[src/hw/nvac_map.svh]
/*
 Constants of the data nonvolatile access controller: register offsets,
 field positions, reset values and timing counts.
 Assumes inclusion by bare name from the package and the modules.
*/
`ifndef NVAC_MAP_SVH
`define NVAC_MAP_SVH

// ****************************************
// Register locations
// ****************************************
`define NVAC_CTRL_PTR 8'h40
`define NVAC_CTRL_BANK 1'h1
`define NVAC_ADDR_OFS 8'h00
`define NVAC_DATA_OFS 8'h01
`define NVAC_BANK_OFS 8'h02

// ****************************************
// Control fields
// ****************************************
`define NVAC_PROG_PERMIT_BIT 3
`define NVAC_PROG_START_BIT 2
`define NVAC_READ_PERMIT_BIT 1
`define NVAC_READ_START_BIT 0

// ****************************************
// Reset values and sizes
// ****************************************
`define NVAC_CTRL_RST 4'h0
`define NVAC_ADDR_RST 6'h00
`define NVAC_DATA_RST 8'h00
`define NVAC_DEPTH 64

// ****************************************
// Timing
// ****************************************
`define NVAC_CLK_NS 100
`define NVAC_PROG_TIME_US 20
`define NVAC_PROG_CYCLES ((`NVAC_PROG_TIME_US * 1000 + `NVAC_CLK_NS - 1) / `NVAC_CLK_NS)
`define NVAC_READ_CYCLES 2

`endif

[src/hw/nvac_pkg.sv]
/*
 Types of the data nonvolatile access controller.
 Assumes nvac_map.svh on the include path.
*/
`include "nvac_map.svh"

package nvac_pkg;
  typedef enum logic [1:0] {
    NVAC_IDLE,
    NVAC_READ,
    NVAC_PROG
  } nvac_state_t;
  typedef logic [5:0] nvac_addr_t;
  typedef logic [7:0] nvac_byte_t;
endpackage

[src/hw/nvac_array_if.sv]
/*
 Interface between the controller and its storage array.
 Assumes one clock domain.
*/
`timescale 1ns/1ps

interface nvac_array_if;
  logic [5:0] addr;
  logic [7:0] wdata;
  logic wr;
  logic [7:0] rdata;
  modport ctrl (output addr, output wdata, output wr, input rdata);
  modport mem (input addr, input wdata, input wr, output rdata);
endinterface

[src/hw/nvac_array.sv]
/*
 The 64 x 8 nonvolatile storage, held in flip-flops.
 Assumes the controller issues single-cycle write strobes.
*/
`timescale 1ns/1ps
`include "nvac_map.svh"

module nvac_array
  import nvac_pkg::*;
(
  // Clock
  input wire logic clk_in,
  // Port
  nvac_array_if.mem port
);
  nvac_byte_t mem_q [`NVAC_DEPTH];
  nvac_byte_t mem_d [`NVAC_DEPTH];

  // Contents survive reset, as a nonvolatile store should
  always_comb begin
    mem_d = mem_q;
    if (port.wr) begin
      mem_d[port.addr] = port.wdata;
    end
  end

  always_ff @(posedge clk_in) begin
    mem_q <= mem_d;
  end

  assign port.rdata = mem_q[port.addr];
endmodule

[src/hw/nvac_top.sv]
/*
 Data nonvolatile access controller: address, data and control registers,
 bank select, read and self-timed program cycles, and the completion
 interrupt flags.
 Assumes a CPU register port with one-cycle read and write strobes, with
 the special-function/bank decode resolved into the strobes below.
 Assumes the program time is set through PROG_CYCLES; the timer counts
 system clocks here, so software must still poll the start bit rather
 than count instructions.
 Assumes the storage array keeps its contents through reset.
*/
`timescale 1ns/1ps
`include "nvac_map.svh"

module nvac_top
  import nvac_pkg::*;
#(
  parameter int PROG_CYCLES = `NVAC_PROG_CYCLES
) (
  // Clock and reset
  input wire logic clk_in,
  input wire logic rstn_in,
  // Direct special-function register port
  input wire logic dir_wr_in,
  input wire logic [7:0] dir_addr_in,
  input wire logic [7:0] dir_wdata_in,
  // Indirect access port one
  input wire logic ind_wr_in,
  input wire logic [7:0] indirect_pointer_one_in,
  input wire logic [7:0] ind_wdata_in,
  // Interrupt control
  input wire logic global_irq_enable_in,
  input wire logic nv_update_done_irq_enable_in,
  input wire logic mf_irq_enable_in,
  input wire logic stack_full_in,
  input wire logic done_flag_clr_in,
  input wire logic mf_service_in,
  // Read data
  output logic [7:0] dir_rdata_out,
  output logic [7:0] ind_rdata_out,
  // Status
  output logic nv_update_done_flag_out,
  output logic mf_irq_flag_out,
  output logic irq_vector_out,
  output logic busy_out
);
  // ****************************************
  // Reset release
  // ****************************************
  // Asserts at once, releases only on clock edges
  logic rst_s1_q;
  logic rst_n_q;
  always_ff @(posedge clk_in or negedge rstn_in) begin
    if (!rstn_in) begin
      rst_s1_q <= 1'b0;
      rst_n_q <= 1'b0;
    end else begin
      rst_s1_q <= 1'b1;
      rst_n_q <= rst_s1_q;
    end
  end

  // ****************************************
  // State
  // ****************************************
  nvac_array_if arr ();
  nvac_state_t state_q, state_d;
  logic [3:0] ctrl_q, ctrl_d;
  nvac_addr_t addr_q, addr_d;
  nvac_byte_t data_q, data_d;
  logic bank_q, bank_d;
  nvac_addr_t lat_addr_q, lat_addr_d;
  nvac_byte_t lat_data_q, lat_data_d;
  logic [15:0] cnt_q, cnt_d;
  logic done_q, done_d;
  logic mf_q, mf_d;
  logic vec_q, vec_d;
  logic [7:0] dir_rd_q, dir_rd_d;
  logic [7:0] ind_rd_q, ind_rd_d;
  logic busy_q, busy_d;
  logic prog_end;

  // ****************************************
  // Control decode
  // ****************************************
  // Indirect hit on the control register needs both pointer and bank
  function automatic logic ctrl_hit(input logic [7:0] ptr, input logic bank);
    return (ptr == `NVAC_CTRL_PTR) && (bank == `NVAC_CTRL_BANK);
  endfunction

  // A start only takes when its own permit stood before this write
  function automatic logic start_ok(input logic req, input logic permit);
    return req && permit;
  endfunction

  logic ind_ctrl_wr;
  assign ind_ctrl_wr = ind_wr_in && ctrl_hit(indirect_pointer_one_in, bank_q);
  // Last cycle of a program: array write and both flag sets land together
  assign prog_end = (state_q == NVAC_PROG) && (cnt_q == 16'h0000);

  // ****************************************
  // Storage array
  // ****************************************
  nvac_array u_array (
    .clk_in(clk_in),
    .port(arr.mem)
  );

  // ****************************************
  // Next-state logic
  // ****************************************
  always_comb begin
    state_d = state_q;
    ctrl_d = ctrl_q;
    addr_d = addr_q;
    data_d = data_q;
    bank_d = bank_q;
    lat_addr_d = lat_addr_q;
    lat_data_d = lat_data_q;
    cnt_d = cnt_q;
    arr.addr = lat_addr_q;
    arr.wdata = lat_data_q;
    arr.wr = 1'b0;

    // Upper address bits are not stored, so they read back as zero
    if (dir_wr_in) begin
      case (dir_addr_in)
        `NVAC_ADDR_OFS: addr_d = dir_wdata_in[5:0];
        `NVAC_DATA_OFS: data_d = dir_wdata_in;
        `NVAC_BANK_OFS: bank_d = dir_wdata_in[0];
        default: ;
      endcase
    end

    // Starts latch only when their permit already stands in the register
    if (ind_ctrl_wr) begin
      ctrl_d[`NVAC_PROG_PERMIT_BIT] = ind_wdata_in[`NVAC_PROG_PERMIT_BIT];
      ctrl_d[`NVAC_READ_PERMIT_BIT] = ind_wdata_in[`NVAC_READ_PERMIT_BIT];
      if (state_q == NVAC_IDLE) begin
        ctrl_d[`NVAC_PROG_START_BIT] = start_ok(ind_wdata_in[`NVAC_PROG_START_BIT],
          ctrl_q[`NVAC_PROG_PERMIT_BIT]);
        ctrl_d[`NVAC_READ_START_BIT] = start_ok(ind_wdata_in[`NVAC_READ_START_BIT],
          ctrl_q[`NVAC_READ_PERMIT_BIT]) && !ctrl_d[`NVAC_PROG_START_BIT];
      end
    end

    // Address is latched for both cycles, data for a program only, so the CPU may reload them mid-cycle
    case (state_q)
      NVAC_IDLE: begin
        if (ctrl_q[`NVAC_PROG_START_BIT]) begin
          lat_addr_d = addr_q;
          lat_data_d = data_q;
          cnt_d = 16'(PROG_CYCLES - 1);
          state_d = NVAC_PROG;
        end else if (ctrl_q[`NVAC_READ_START_BIT]) begin
          lat_addr_d = addr_q;
          cnt_d = 16'(`NVAC_READ_CYCLES - 1);
          state_d = NVAC_READ;
        end
      end
      NVAC_READ: begin
        if (cnt_q == 16'h0000) begin
          data_d = arr.rdata;
          ctrl_d[`NVAC_READ_START_BIT] = 1'b0;
          state_d = NVAC_IDLE;
        end else begin
          cnt_d = cnt_q - 16'h0001;
        end
      end
      NVAC_PROG: begin
        if (cnt_q == 16'h0000) begin
          // One-cycle strobe: the array commits the latched byte here
          arr.wr = 1'b1;
          ctrl_d[`NVAC_PROG_START_BIT] = 1'b0;
          state_d = NVAC_IDLE;
        end else begin
          cnt_d = cnt_q - 16'h0001;
        end
      end
      default: state_d = NVAC_IDLE;
    endcase
  end

  // ****************************************
  // Registers
  // ****************************************
  always_ff @(posedge clk_in or negedge rst_n_q) begin
    if (!rst_n_q) begin
      state_q <= NVAC_IDLE;
      ctrl_q <= `NVAC_CTRL_RST;
      addr_q <= `NVAC_ADDR_RST;
      data_q <= `NVAC_DATA_RST;
      bank_q <= 1'b0;
      lat_addr_q <= `NVAC_ADDR_RST;
      lat_data_q <= `NVAC_DATA_RST;
      cnt_q <= 16'h0000;
    end else begin
      state_q <= state_d;
      ctrl_q <= ctrl_d;
      addr_q <= addr_d;
      data_q <= data_d;
      bank_q <= bank_d;
      lat_addr_q <= lat_addr_d;
      lat_data_q <= lat_data_d;
      cnt_q <= cnt_d;
    end
  end

  // ****************************************
  // Completion flags and vector
  // ****************************************
  always_comb begin
    done_d = done_q;
    mf_d = mf_q;
    // A completion wins over a clear in the same cycle, so no cycle end is lost
    if (prog_end) begin
      done_d = 1'b1;
      mf_d = 1'b1;
    end else begin
      if (done_flag_clr_in) begin
        done_d = 1'b0;
      end
      if (mf_service_in) begin
        mf_d = 1'b0;
      end
    end
    vec_d = global_irq_enable_in && nv_update_done_irq_enable_in && mf_irq_enable_in &&
      !stack_full_in && mf_q && done_q;
  end

  always_ff @(posedge clk_in or negedge rst_n_q) begin
    if (!rst_n_q) begin
      done_q <= 1'b0;
      mf_q <= 1'b0;
      vec_q <= 1'b0;
    end else begin
      done_q <= done_d;
      mf_q <= mf_d;
      vec_q <= vec_d;
    end
  end

  // ****************************************
  // Read-back and busy
  // ****************************************
  always_comb begin
    // Read data shows this cycle's update, one cycle after the offset
    case (dir_addr_in)
      `NVAC_ADDR_OFS: dir_rd_d = {2'h0, addr_d};
      `NVAC_DATA_OFS: dir_rd_d = data_d;
      `NVAC_BANK_OFS: dir_rd_d = {7'h00, bank_d};
      default: dir_rd_d = 8'h00;
    endcase
    // Control is invisible unless reached through the bank-one pointer
    ind_rd_d = ctrl_hit(indirect_pointer_one_in, bank_d) ? {4'h0, ctrl_d} : 8'h00;
    // Taken from the next state so busy rises with the first cycle of work
    busy_d = (state_d != NVAC_IDLE);
  end

  always_ff @(posedge clk_in or negedge rst_n_q) begin
    if (!rst_n_q) begin
      dir_rd_q <= 8'h00;
      ind_rd_q <= 8'h00;
      busy_q <= 1'b0;
    end else begin
      dir_rd_q <= dir_rd_d;
      ind_rd_q <= ind_rd_d;
      busy_q <= busy_d;
    end
  end

  // ****************************************
  // Outputs
  // ****************************************
  assign dir_rdata_out = dir_rd_q;
  assign ind_rdata_out = ind_rd_q;
  assign nv_update_done_flag_out = done_q;
  assign mf_irq_flag_out = mf_q;
  assign irq_vector_out = vec_q;
  assign busy_out = busy_q;
endmodule

[config.mk]
export PLATFORM = sky130hd
export DESIGN_NAME = nvac_top
export DESIGN_NICKNAME = d
export VERILOG_FILES = /design/src/hw/nvac_pkg.sv /design/src/hw/nvac_array_if.sv /design/src/hw/nvac_array.sv /design/src/hw/nvac_top.sv
export VERILOG_INCLUDE_DIRS = /design/src /design/src/hw
export SDC_FILE = /design/constraint.sdc
export NUM_CORES = 1
export LEC_CHECK = 0
export BUFFER_PORTS_ARGS = -buffer_cell sky130_fd_sc_hd__buf_2
export CORE_MARGIN = 5
export CORE_UTILIZATION = 53
export DETAILED_ROUTE_END_ITERATION = 16
export PLACE_DENSITY = 0.8
export SYNTH_ARGS = -nofsm -noshare
export SYNTH_HDL_FRONTEND = slang
export SYNTH_SLANG_ARGS = --single-unit
[constraint.sdc]
create_clock -name clk_in -period 3.5 [get_ports clk_in]
set_input_delay 0.175 -clock clk_in [delete_from_list [all_inputs] [get_ports clk_in]]
set_output_delay 0.175 -clock clk_in [all_outputs]
set_load 0.05 [all_outputs]
* Word-level counts from Yosys, hierarchy flattened
Cells that the tools add are included.
** Storage, ports and cells
- Output and inout port bits :: 20
- Memories :: 0
- RAM bits :: 0
- Latch bits :: 0
- Register bits :: 581
- ROM bits :: 0
** Operators by class
- Divide/modulo/power cells :: 0
- Equality and inequality tests :: 7
- Bitwise operators :: 1
- Multipliers :: 0
- Reductions and logical operators :: 27
- Shift operators :: 0
- Muxes and demuxes :: 39
- Add/sub/neg operators :: 1
- Magnitude comparators :: 2
** Operators with widths (count)
- bitwise mux 512 bit :: 1
- 2-to-1 mux 8 bit :: 7
- binary-select mux 8 bit (select 6 bit) :: 1
- demux 8 bit (select 6 bit) :: 1
- 2-to-1 mux 16 bit :: 3
- case mux 16 bit (2 select lines) :: 1
- 2-to-1 mux 6 bit :: 4
- case mux 8 bit (3 select lines) :: 1
- logical NOT 16 bit :: 1
- subtractor 16 x 1 -> 16 bit, second input constant :: 1
- 2-to-1 mux 1 bit :: 14
- logical AND 1 bit :: 13
- nonzero test 2 bit :: 5
- == test 8 x 1 -> 1 bit, second input constant :: 1
- == test 8 x 2 -> 1 bit, second input constant :: 1
- == test 8 x 7 -> 1 bit, second input constant :: 1
- logical NOT 8 bit :: 1
- 2-to-1 mux 4 bit :: 2
- >= comparator 7 bit, second input constant :: 1
- less-than comparator 7 x 1 -> 1 bit, second input constant :: 1
- inverter 6 -> 7 bit :: 1
- 2-to-1 mux 2 bit :: 3
- case mux 2 bit (2 select lines) :: 1
- AND reduction 2 bit :: 2
- other kinds (8) :: 9

* Longest topological paths before layout
- Word-level depth :: 8
- Mapped depth :: 10
- Gate-level depth less buffers :: 8

* Hierarchy
Synthesis repeated with hierarchy kept, for this count alone.
** Second synthesis, totals
- Cell total of the unflattened synthesis :: 1461
- Area total of the unflattened synthesis :: 23353.6 um^2
** Modules (own cells, without submodules)
- nvac_array :: area each 19975.4 um^2, cells an instance 1164, times used 1
- nvac_top :: area each 3378.2 um^2, cells an instance 297, times used 1

* Least setup slack after synthesis
OpenSTA, ideal clock, no wires.
- Path type :: reg-to-reg
- From :: reg cnt_q[10]
- To :: reg u_array.mem_q[40] in the netlist's numbering (enable)
- Cell stages (with the launch flop) :: 7
- Arrival :: 2.179 ns
- Period minus slack after synthesis :: 2.550 ns
- Path slack :: 0.950 ns
- Setup time :: 0.371 ns
- Required time :: 3.129 ns
- Path buffers :: 1
- Cell sequence :: dfrtp_1 -> or4_4 -> nor3_4 -> and3_2 -> buf_2 -> nand3_1 -> nor2_1
** Between the ends
- Cells in the longest elaborated chain, start to end :: 3
** Ends and longest elaborated chain
- from (decl) :: line nvac_top.sv:74 : logic [15:0] cnt_q, cnt_d;
- from (signal assigned) :: line nvac_top.sv:205 : cnt_q <= cnt_d;
- logical NOT 16 bit :: line nvac_top.sv:171 : if (cnt_q == 16'h0000) begin
- 2-to-1 mux 1 bit :: line nvac_top.sv:171
- 2-to-1 mux 1 bit :: line nvac_top.sv:148 : case (state_q)
- to (signal assigned) :: line nvac_array.sv:28 : mem_q <= mem_d;
- to (decl) :: line nvac_array.sv:16 : nvac_byte_t mem_q [`NVAC_DEPTH];
No other way between the ends.
A chain may end at the register's enable or synchronous reset.

* Final worst setup path
- From :: reg lat_addr_q[0] (netlist: arr.addr[0])
- To :: reg dir_rd_q[0] (netlist: dir_rdata_out[0])
** Between the ends
- Cells in the longest elaborated chain, start to end :: 7
** Ends and longest elaborated chain
- from (decl) :: line nvac_top.sv:72 : nvac_addr_t lat_addr_q, lat_addr_d;
- from (signal assigned) :: line nvac_top.sv:194 : lat_addr_q <= `NVAC_ADDR_RST;
- from (signal assigned) :: line nvac_top.sv:203 : lat_addr_q <= lat_addr_d;
- inverter 6 -> 7 bit (not written as such) :: line nvac_array.sv:31 : assign port.rdata = mem_q[port.addr];
- binary-select mux 8 bit (select 6 bit) :: line nvac_array.sv:31
- 2-to-1 mux 8 bit (not written as such) (2 in a row) :: line nvac_array.sv:31
- 2-to-1 mux 8 bit :: line nvac_top.sv:162 : if (cnt_q == 16'h0000) begin
- 2-to-1 mux 8 bit :: line nvac_top.sv:148
- case mux 8 bit (3 select lines) :: line nvac_top.sv:248 : case (dir_addr_in)
- via dir_rd_d[0] :: line nvac_top.sv:78 : logic [7:0] dir_rd_q, dir_rd_d;
- to (signal assigned) :: line nvac_top.sv:266 : dir_rd_q <= dir_rd_d;
- to (decl) :: line nvac_top.sv:78
The timed path passes the listed nets, and every way through them passes these cells. The select of a mux whose other input is x is not followed.

==> out/qor.csv <==
metric,value,unit
Worst EP arrival,3.82,ns
GPL Wtd Cong,0.924,
CTS Root Cell,clkbuf_16,
1st-iter DRT viols,2290,
wire per inst,27.5,um
Placed Cells,2144,
CP Launch Type,register,
io pins,62,
CTS Sinks,581,
asr flop ratio synth,11.9,%
DIE HEIGHT,221,um
Max-slew headroom,14.5,%
crit path from,arr.addr[0]$_DFFE_PN0P_,
CTS Buf Count,55,
"Reg clk slew, reported paths",0.07,ns
Final ANT Viol Nets,0,
Leak,8.10,nW
largest net degree at the start of global routing,66,
initial core utilization,53.4,%
cts hold-fix bufs,23,
Setup CP Type,register to register,
CP required,4.00,ns
maximum buffer depth of the clock tree,3,
CP Depth,7,
Synth Flop Type,edfxtp_1,
number of synthesized flops with an enable pin,512,
dpl hpwl,39500,um
Port Buffers,53,
full die area,48700,um2
syn avg cell area,16.3,um2
cells along the critical path,and2_0 > buf_4 > a222oi_1 > o21ai_0 > a22oi_1 > nand4_1 > a22o_1,
Vias/cell,6.57,
Synth warnings,0,
DR vias,14874,
outcome,"finished, final reports clean",
vias in the first global route,14716,
slowest cell delay on critical path,0.65,ns
FF-to-FF setup slack,0.18,ns
row count,77,
Routed WL,62300,um
DRC,0,
worst min path class,primary input to register,
final hold violations,0,
clock skew,0.0258,ns
CTS tree,yes,
cells after synthesis,1438,
core area,44000,um2
crit path max fanout,24,
VDD IR max,0.384,mV
CP top delay family,compound AO/OA/AOI/OAI gates,
GRT Util Overall,25.5,%
Post-DP Area,25200,um2
Die Wd,221,um
unrepaired setup endpoints after global routing,no,
Netlist cell types,84,
Setup crit end kind,register,
Synth Register Bits,581,
Crit Reg-Reg Endpoint,dir_rdata_out[0]$_DFF_PN0_,
R2R depth,7,
Post-CTS Setup Bufs,0,
post-layout min period,3.32,ns
share of cells above drive strength 1,23.2,%
Reg2Reg Launch Point,arr.addr[0]$_DFFE_PN0P_,
"Cell Area, Synth",23500,um2
"commonest non-fill, non-tap cells in the layout","edfxtp_1, buf_4, mux2i_1, nor2_1, nand2_1",
Area growth syn-to-layout,15.4,%
post-route insts no fill,2264,
clock latency on the worst-skew pair,0.62,ns
"slowest stage cell, crit path",dfrtp_4,
H-tree Lvls,2,
Slew @ Worst Pin,1.28,ns
fmax,301,MHz
Initial DRT Pass Iterations,6,
Max Slew Vio Count,0,
Setup-failing EPs final,0,
initial antenna violation count,0,
Max Cap Viol,0,
first-pass GRT wire length,91900,um
CP bufs+invs,1,
fin area,27100,um2
TNS Setup,0,ns
grt total ovfl,0,
cell area power density,486,nW/um2
CP endpoint,dir_rdata_out[0]$_DFF_PN0_,
"commonest non-fill, non-tap cell in the layout",edfxtp_1,
# resized after CTS,0,
sequential-to-total area share from yosys stat,72.8,%
NumNets Final,1679,
period utilization,94.9,%
==> metal layers <==
metal,vias to the layer above,GRT usage [%],wire length (um)
met3,218,6.40,7510
met5,-,0,0
met1,7442,33.8,22100
li1,6104,-,-
met2,1110,40.7,29700
met4,0,10.6,2950
==> worst min path at each step <==
stage	startpoint	endpoint	slack (ns)	cells after the start
6_report	ind_wdata_in[0]	ctrl_q[0]$_DFF_PN0_	0.03	5
5_1_grt	ind_wdata_in[0]	ctrl_q[0]$_DFF_PN0_	0.05	5
4_1_cts	ind_wdata_in[0]	ctrl_q[0]$_DFF_PN0_	0.01	5
3_5_place_dp	rstn_in	rst_s1_q$_DFF_PN0_	-0.03	1
3_3_place_gp	rstn_in	rst_s1_q$_DFF_PN0_	-0.04	1
2_1_floorplan	rstn_in	rst_n_q$_DFF_PN0_	-0.12	0
==> cell type report <==
type	count	area, um2
Tap cell	592	741
Timing Repair Buffer	217	1630
Clock buffer	68	1470
Sequential cell	581	17100
Clock inverter	28	195
Multi-Input combinational cell	758	5880
Fill cell	3020	16900
Inverter	19	71.3
Antenna cell	1	2.50
==> synth_stat cells, types with 4 or more instances <==
library cell / instances / area share, %
dfrtp_1: 69 / 7.3
nand2b_1: 9 / 0.24
buf_6: 10 / 0.48
nor4_1: 8 / 0.21
and3b_1: 7 / 0.26
nor3_1: 16 / 0.34
a211oi_1: 7 / 0.22
mux2_2: 51 / 2.4
or3_1: 4 / 0.11
xor2_1: 4 / 0.15
o22a_1: 6 / 0.22
a22oi_1: 36 / 1.2
and2_1: 6 / 0.16
o21ai_1: 4 / 0.085
o211ai_1: 5 / 0.16
edfxtp_1: 512 / 65
ha_1: 5 / 0.27
a31oi_1: 5 / 0.13
a221oi_1: 39 / 1.5
nor2b_1: 12 / 0.32
buf_2: 37 / 0.79
a32oi_1: 7 / 0.26
nand2_1: 65 / 1.0
buf_4: 8 / 0.26
mux4_2: 33 / 3.2
o21ai_0: 44 / 0.94
clkbuf_1: 27 / 0.43
mux2i_1: 103 / 4.4
a22o_1: 7 / 0.26
nand3_1: 13 / 0.28
or2_2: 7 / 0.19
and3_1: 7 / 0.19
o221ai_1: 5 / 0.19
a21boi_0: 4 / 0.13
a221o_1: 9 / 0.38
o22ai_1: 36 / 0.96
inv_1: 18 / 0.29
nor2_1: 91 / 1.5
a21oi_1: 34 / 0.72
==> power breakdown <==
part	internal (mW)	switching, mW	leakage, nW
Sequential	7.45	0.0136	4.42
Combinational	0.0442	0.0483	2.86
Clock	3.11	2.52	0.826
Total	10.6	2.58	8.10
==> registers in the layout (all words and copies together) (netlist names) <==
register	flops
u_array.mem_q	512
cnt_q	16
arr.wdata	8
data_q	8
dir_rdata_out	8
addr_q	6
arr.addr	6
ctrl_q	4
ind_rdata_out	4
state_q	2
bank_q	1
busy_out	1
irq_vector_out	1
mf_irq_flag_out	1
nv_update_done_flag_out	1
rst_n_q	1
rst_s1_q	1
==> worst min-delay path, delay by kind of cell <==
family	cells	cell delay, ns
simple gates	3	0.16
compound gates	1	0.15
buf+inv	1	0.10
==> kinds of logic after synthesis <==
group | synth area share [%]
compound gates | 8.34
fa+ha+maj | 0.266
flops | 72.8
xor+xnor | 0.261
mux | 10.1
simple gates | 5.97
buf+inv | 2.27
other cells | 0.0320
==> per-stage QoR <==
step	hold WS [ns]	worst slack (ns)	total power, mW	utilization [%]
6_report	0.0259	0.178	13.2	61.6
5_1_grt	0.0524	0.258	13.5	61.6
4_1_cts	0.0129	0.381	13.2	61.6
3_5_place_dp	-0.0342	0.386	7.68	57.3
3_3_place_gp	-0.0395	0.537	7.67	57.3
2_1_floorplan	-0.121	0.950	7.64	-
Note: power is estimated with default switching activity, not from simulation.
